$ cat config.mk
export PLATFORM = sky130hd
export DESIGN_NAME = uicid_bank
export DESIGN_NICKNAME = d
export VERILOG_FILES = /design/src/uicid_pkg.sv /design/src/uicid_bank.sv
export VERILOG_INCLUDE_DIRS = /design/src /design/src/src
export SDC_FILE = /design/constraint.sdc
export NUM_CORES = 1
export LEC_CHECK = 0
export ABC_AREA = 1
export BUFFER_PORTS_ARGS = -buffer_cell sky130_fd_sc_hd__buf_2
export CAP_MARGIN = 20
export CORE_MARGIN = 2
export CORE_UTILIZATION = 45
export DETAILED_ROUTE_END_ITERATION = 10
export PLACE_DENSITY = 0.77
export SLEW_MARGIN = 20
export SYNTH_ARGS = -nofsm -noshare
export SYNTH_HDL_FRONTEND = slang
export SYNTH_SLANG_ARGS = --single-unit
export TNS_END_PERCENT = 5
$ cat constraint.sdc
create_clock -name pclk -period 3.6 [get_ports pclk]
set_input_delay 0.36 -clock pclk [delete_from_list [all_inputs] [get_ports pclk]]
set_output_delay 0.36 -clock pclk [all_outputs]
set_load 0.03 [all_outputs]
$ cat src/uicid_params.svh
// offsets, field positions, window bases and reset values for the clear/ident bank
// assumes a 32-bit apb bus; offsets are byte addresses inside one instance window
`ifndef UICID_PARAMS_SVH
`define UICID_PARAMS_SVH

`define UICID_OFF_ICLR      12'h044
`define UICID_OFF_IRAW      12'h03c
`define UICID_OFF_IMSK      12'h038
`define UICID_OFF_IMIS      12'h040
`define UICID_OFF_IEVT_STAT 12'h050
`define UICID_OFF_IEVT_EN   12'h054
`define UICID_OFF_IEVT_CLR  12'h058
`define UICID_OFF_ID0       12'hfd0
`define UICID_OFF_ID1       12'hfd4
`define UICID_OFF_ID2       12'hfd8
`define UICID_OFF_ID3       12'hfdc

`define UICID_BIT_FE        7
`define UICID_BIT_RT        6
`define UICID_BIT_TX        5
`define UICID_BIT_RX        4
`define UICID_SRC_LSB       4
`define UICID_SRC_MSB       7

`define UICID_BASE_0        32'h4000c000
`define UICID_BASE_1        32'h4000d000
`define UICID_BASE_2        32'h4000e000
`define UICID_WIN_MASK      32'hfffff000

`define UICID_RST_WORD      32'h00000000
`define UICID_ID_DEFAULT    32'h00000000

`endif

$ cat src/uicid_pkg.sv
// types shared by the clear/ident bank
// assumes the params header is included where offsets are needed
package uicid_pkg;
  typedef struct packed {
    logic [31:0] addr;
    logic        write;
    logic [31:0] wdata;
  } uicid_req_s;

  typedef logic [3:0] uicid_src_t;

  typedef enum logic [2:0] {
    UICID_IDLE   = 3'b001,
    UICID_ACCESS = 3'b010,
    UICID_DONE   = 3'b100
  } uicid_state_e;
endpackage
$ cat src/uicid_bank.sv
// interrupt clear and peripheral identifier bank for three serial port instances
// assumes one apb master; each instance has four raw interrupt sources from its datapath
`timescale 1ns/1ps
`include "uicid_params.svh"

module uicid_bank #(
  parameter int          NUM_INST   = 3,
  // identifier value is arbitrary, not a real part code
  parameter logic [31:0] PERIPH_IDENT = `UICID_ID_DEFAULT
) (
  // clock and reset
  input  wire logic        pclk,
  input  wire logic        presetn,
  // apb slave
  input  wire logic        psel,
  input  wire logic        penable,
  input  wire logic        pwrite,
  input  wire logic [31:0] paddr,
  input  wire logic [31:0] pwdata,
  output logic             pready,
  output logic [31:0]      prdata,
  output logic             pslverr,
  // interrupt sources, one-cycle set pulses per instance, bits fe rt tx rx
  input  wire logic [11:0] src_set,
  // per-instance masked interrupt lines
  output logic [2:0]       uart_irq,
  // bank event interrupt
  output logic             irq
);

  // the decoder and the event register are sized for exactly three windows
  if (NUM_INST != 3) begin : g_inst_check
    $error("uicid_bank serves exactly three instances");
  end

  localparam logic [31:0] BASES [3] = '{`UICID_BASE_0, `UICID_BASE_1, `UICID_BASE_2};

  uicid_pkg::uicid_req_s   req;
  uicid_pkg::uicid_state_e state_q;
  uicid_pkg::uicid_state_e state_d;

  logic [3:0]  raw_q  [3];
  logic [3:0]  mask_q [3];
  logic [2:0]  evt_stat_q;
  logic [2:0]  evt_en_q;
  logic [2:0]  hit;
  logic [1:0]  sel_inst;
  logic [11:0] off;
  logic        decoded;
  logic        wr_fire;
  logic [31:0] rdata_d;
  logic [2:0]  clr_evt;

  assign req.addr  = paddr;
  assign req.write = pwrite;
  assign req.wdata = pwdata;
  assign off       = req.addr[11:0];

  // each instance owns a 4 KiB window at its base
  always_comb begin
    hit      = 3'b000;
    sel_inst = 2'd0;
    for (int i = 0; i < 3; i++) begin
      if ((req.addr & `UICID_WIN_MASK) == BASES[i]) begin
        hit[i]   = 1'b1;
        sel_inst = 2'(i);
      end
    end
  end

  assign decoded = |hit;

  // one wait state: setup, access, then ready at the following edge
  always_comb begin
    state_d = state_q;
    unique case (state_q)
      uicid_pkg::UICID_IDLE:   if (psel && !penable) state_d = uicid_pkg::UICID_ACCESS;
      uicid_pkg::UICID_ACCESS: if (psel && penable) state_d = uicid_pkg::UICID_DONE;
      uicid_pkg::UICID_DONE:   state_d = uicid_pkg::UICID_IDLE;
      default:                 state_d = uicid_pkg::UICID_IDLE;
    endcase
  end

  always_ff @(posedge pclk or negedge presetn) begin
    if (!presetn) state_q <= uicid_pkg::UICID_IDLE;
    else          state_q <= state_d;
  end

  assign wr_fire = (state_q == uicid_pkg::UICID_ACCESS) && psel && penable && req.write;

  // raw status per instance; a set pulse beats a clear in the same cycle
  always_ff @(posedge pclk or negedge presetn) begin
    if (!presetn) begin
      for (int i = 0; i < 3; i++) raw_q[i] <= 4'h0;
    end else begin
      for (int i = 0; i < 3; i++) begin
        if (wr_fire && hit[i] && off == `UICID_OFF_ICLR) begin
          raw_q[i] <= (raw_q[i] & ~req.wdata[`UICID_SRC_MSB:`UICID_SRC_LSB])
                      | src_set[i*4 +: 4];
        end else begin
          raw_q[i] <= raw_q[i] | src_set[i*4 +: 4];
        end
      end
    end
  end

  always_ff @(posedge pclk or negedge presetn) begin
    if (!presetn) begin
      for (int i = 0; i < 3; i++) mask_q[i] <= 4'h0;
    end else begin
      for (int i = 0; i < 3; i++) begin
        if (wr_fire && hit[i] && off == `UICID_OFF_IMSK)
          mask_q[i] <= req.wdata[`UICID_SRC_MSB:`UICID_SRC_LSB];
      end
    end
  end

  // masked line is registered from raw and mask, so it drops one cycle after a clear drops raw
  always_ff @(posedge pclk or negedge presetn) begin
    if (!presetn) uart_irq <= 3'b000;
    else begin
      for (int i = 0; i < 3; i++) uart_irq[i] <= |(raw_q[i] & mask_q[i]);
    end
  end

  // bank event: a write to an identifier word, which is otherwise ignored
  assign clr_evt = (wr_fire && decoded && off == `UICID_OFF_IEVT_CLR) ?
                   req.wdata[2:0] : 3'b000;

  always_ff @(posedge pclk or negedge presetn) begin
    if (!presetn) evt_stat_q <= 3'b000;
    else begin
      for (int i = 0; i < 3; i++) begin
        if (wr_fire && hit[i] && off >= `UICID_OFF_ID0 && off <= `UICID_OFF_ID3)
          evt_stat_q[i] <= 1'b1;
        else if (clr_evt[i])
          evt_stat_q[i] <= 1'b0;
      end
    end
  end

  always_ff @(posedge pclk or negedge presetn) begin
    if (!presetn) evt_en_q <= 3'b000;
    else if (wr_fire && decoded && off == `UICID_OFF_IEVT_EN) evt_en_q <= req.wdata[2:0];
  end

  always_ff @(posedge pclk or negedge presetn) begin
    if (!presetn) irq <= 1'b0;
    else          irq <= |(evt_stat_q & evt_en_q);
  end

  // read mux
  always_comb begin
    rdata_d = `UICID_RST_WORD;
    unique case (off)
      `UICID_OFF_ICLR:      rdata_d = `UICID_RST_WORD;
      `UICID_OFF_IRAW:      rdata_d = {24'h0, raw_q[sel_inst], 4'h0};
      `UICID_OFF_IMSK:      rdata_d = {24'h0, mask_q[sel_inst], 4'h0};
      `UICID_OFF_IMIS:      rdata_d = {24'h0, raw_q[sel_inst] & mask_q[sel_inst], 4'h0};
      `UICID_OFF_IEVT_STAT: rdata_d = {29'h0, evt_stat_q};
      `UICID_OFF_IEVT_EN:   rdata_d = {29'h0, evt_en_q};
      `UICID_OFF_ID0:       rdata_d = {24'h0, PERIPH_IDENT[7:0]};
      `UICID_OFF_ID1:       rdata_d = {24'h0, PERIPH_IDENT[15:8]};
      `UICID_OFF_ID2:       rdata_d = {24'h0, PERIPH_IDENT[23:16]};
      `UICID_OFF_ID3:       rdata_d = {24'h0, PERIPH_IDENT[31:24]};
      default:              rdata_d = `UICID_RST_WORD;
    endcase
  end

  always_ff @(posedge pclk or negedge presetn) begin
    if (!presetn) begin
      pready  <= 1'b0;
      prdata  <= `UICID_RST_WORD;
      pslverr <= 1'b0;
    end else if (state_d == uicid_pkg::UICID_DONE) begin
      pready  <= 1'b1;
      prdata  <= (decoded && !req.write) ? rdata_d : `UICID_RST_WORD;
      // unmapped window answers with an error
      pslverr <= !decoded;
    end else begin
      pready  <= 1'b0;
      prdata  <= `UICID_RST_WORD;
      pslverr <= 1'b0;
    end
  end

endmodule

==> impl_metrics.yaml <==
timing:
  grt_setup_unrepaired: "no"
  finalSetupViolations: 0
  timing.final.crit_share_pct: 45.7
  slew_headroom_pct: 62.1
  layout_min_cycle_time_ns: 1.65
  final_max_slew_viol_count: 0
  worst_slack_ns: 1.95
  tns_ns: 0
  fmax_mhz: 608
  finClkSkew_ns: 0.00538
  hold_viol: 0
  worst_slew_pin_slew_ns: 0.569
route:
  drc: 0
  drtAntennaViolNets: 0
  dr_total_vias: 2372
  drt-pass1-iter-count: 4
  via_per_inst: 4.84
  wl_per_cell_um: 11.4
  dr.first_iter.drc_count: 141
  drt-total-wl_um: 5580
layout:
  fin_cells: 490
  n_antenna_cell: 0
  fin_util_pct: 55.1
  fin_nets: 498
  final_layout_size_suffix_gt1_share_pct: 22.2
  area_delta_synth_final_pct: 16.6
floorplanning:
  start_util_pct: 47.2
  num_rows: 27
  core-area_um2: 5570
  die_area_um2: 6480
  io_pins: 119
  die_x_um: 80.5
  die_y_um: 80.5
clock_network:
  clock_path_buffers: 2
  cts_tree: "built"
  path_clk_slew_ns: 0.08
  cts_hold_buf: 0
  cts-buffers-inserted: 5
  insertion_delay_ns: 0.29
  cts-resized-gates: 0
  htreeDepth: 2
  post_cts_buffers: 0
  cts_sinks: 46
  clock-root-buffer: "clkbuf_8"
synth:
  synth_cell_types: 28
  synth_cells: 344
  ys_warn_count: 0
  syn_area_per_cell_um2: 7.65
  ys_ff_latch: 46
  netlist_area_um2: 2630
  ys_seq_area_share_pct: 43.8
power_and_ir_drop:
  power_frac_seq_pct: 52.0
  peakVddDrop_uv: 175
  internal_power_uw: 760
  pwr-share-clk_pct: 36.8
  p_leak_uw: 0.00158
  p_comb_share_pct: 11.2
  p_sw_uw: 247
  netSwitchingFraction_pct: 24.5
  powerDensity_nw_per_um2: 328
setup_path:
  crit_path_start_kind: "register"
  cp.required_ns: 3.79
  end_kind: "register"
  worstPathArrival_ns: 1.83
  path_max_fanout: 7
  crit_type: "register to register"
placed_design:
  dpl.cell_count: 482
  port_buffers: 68
  hpwl_um: 4540
  place_worst_setup_slack_ns: 1.71
  gp_congestion: 0.900
grt:
  grtUsageMet2_pct: 34.0
  antenna_found_initial: 0
  grt_overflow_total: 0
  first_global_vias: 2228
  busiest_layer: "met2"
  grt_max_degree: 47
  use_met1_pct: 21.6
  grt_use_total_pct: 18.5
  grtUsageMet3_pct: 3.82
  grt_pass1_wl_um: 9320
run:
  maxCapViolCount: 0
worst_hold_path:
  hold_class: "input pin to asynchronous set/reset pin"
status:
  outcome: "finished, final reports clean"
-- registers in the layout, indices dropped and copies added (netlist names) --
| name | count |
|---|---|
| mask_q | 12 |
| raw_q | 12 |
| prdata | 7 |
| evt_en_q | 3 |
| evt_stat_q | 3 |
| state_q | 3 |
| uart_irq | 3 |
| irq | 1 |
| pready | 1 |
| pslverr | 1 |
-- metal layers --
metal | wire, um | part of all wire (%)
met5 | 0 | 0
met4 | 34 | 0.61
met3 | 361 | 6.5
met2 | 2910 | 52
met1 | 2280 | 41
-- power by group through the flow --
stage	clock network (uW)	logic (uW)	registers [uW]
after global routing	405	126	524
after CTS	382	114	523
after global placement	0	111	533
final	371	113	523
after floorplan	0	84.0	534
after detailed placement	0	113	533
-- worst max-delay path: stages, from the launching register on --
cell	delay (ns)
dfstp_2	0.37
inv_1	0.04
nand2_1	0.04
nor2_1	0.08
inv_1	0.08
nor2_2	0.12
nand2_1	0.12
inv_1	0.20
nand3_1	0.20
o21ai_0	0.22
nand2_1	0.07
-- metrics by stage --
step	instance area (um2)	power (uW)	hold WS [ns]
detailed placement	2960	647	0.499
global placement	2960	645	0.477
global route	3070	1060	0.101
floorplan	2720	618	0.0644
CTS	3070	1020	0.237
finish	3070	1010	0.0550
-- cell families (layout without fill, tap and decap cells) --
| logic type | after synthesis | after routing | synth area share (%) |
|---|---|---|---|
| AO/OA/AOI/OAI | 50 | 50 | 10.2 |
| buffers and inverters | 71 | 121 | 13.8 |
| flip-flops | 46 | 46 | 43.8 |
| other | 1 | 25 | 0.142 |
| AND/OR/NAND/NOR | 176 | 176 | 32.0 |
-- final cells by class --
type,count,area (um2)
multi-input combinational,251,1210
fill,522,2500
sequential,46,1150
inverter,45,169
timing repair buffer,68,343
tap,72,90.1
clock buffer,6,72.6
clock inverter,2,37.5
-- Yosys cell counts --
library cell | count | area [um2]
dfstp_2 | 1 | 26.3
buf_4 | 26 | 195
a21oi_2 | 1 | 8.76
o21a_1 | 1 | 7.51
nor3_2 | 3 | 30.0
a21boi_0 | 1 | 7.51
inv_2 | 1 | 3.75
nor2_1 | 33 | 124
a31oi_1 | 3 | 18.8
conb_1 | 1 | 3.75
nand3_4 | 1 | 17.5
o31ai_1 | 1 | 7.51
dfrtp_1 | 45 | 1130
a21oi_1 | 8 | 40.0
o21ai_0 | 34 | 170
nor3_1 | 5 | 25.0
nand2_2 | 1 | 6.26
nand3_1 | 26 | 130
nor3_4 | 1 | 16.3
nand4_1 | 14 | 87.6
inv_1 | 44 | 165
nand2_1 | 80 | 300
nand4_2 | 1 | 12.5
o2111ai_1 | 1 | 8.76
or2_1 | 3 | 18.8
nor2_4 | 2 | 22.5
nor2_2 | 2 | 12.5
nand3_2 | 4 | 40.0
-- worst paths after layout --
kind / start / endpoint / slack, ns / cells after the start
setup reg to reg: state_q[0] / raw_q[9] / 1.95 / 10
min in group pclk: src_set[2] / raw_q[10] / 0.24 / 3
hold reg to reg: mask_q[8] / mask_q[8] / 0.51 / 2
max in group asynchronous: presetn / uart_irq[2] / 3.16 / 1
setup / recovery: state_q[0] / raw_q[9] / 1.95 / 10
hold / removal: presetn / state_q[1] / 0.06 / 1
-- cell usage in the layout (no fill, tap or decap), types with 2 or more instances in the layout --
master    instances
buf_2            67
a31oi_1           3
nor3_1            5
dfrtp_1          45
clkbuf_8          5
nor2_2            2
o21ai_0          34
or2_1             3
nand2_1          80
nand4_1          14
nand3_1          26
nand3_2           4
inv_1            44
nor3_2            3
nor2_1           33
a21oi_1           8
nor2_4            2
conb_1           25
Power figures use the tool's default switching activity.
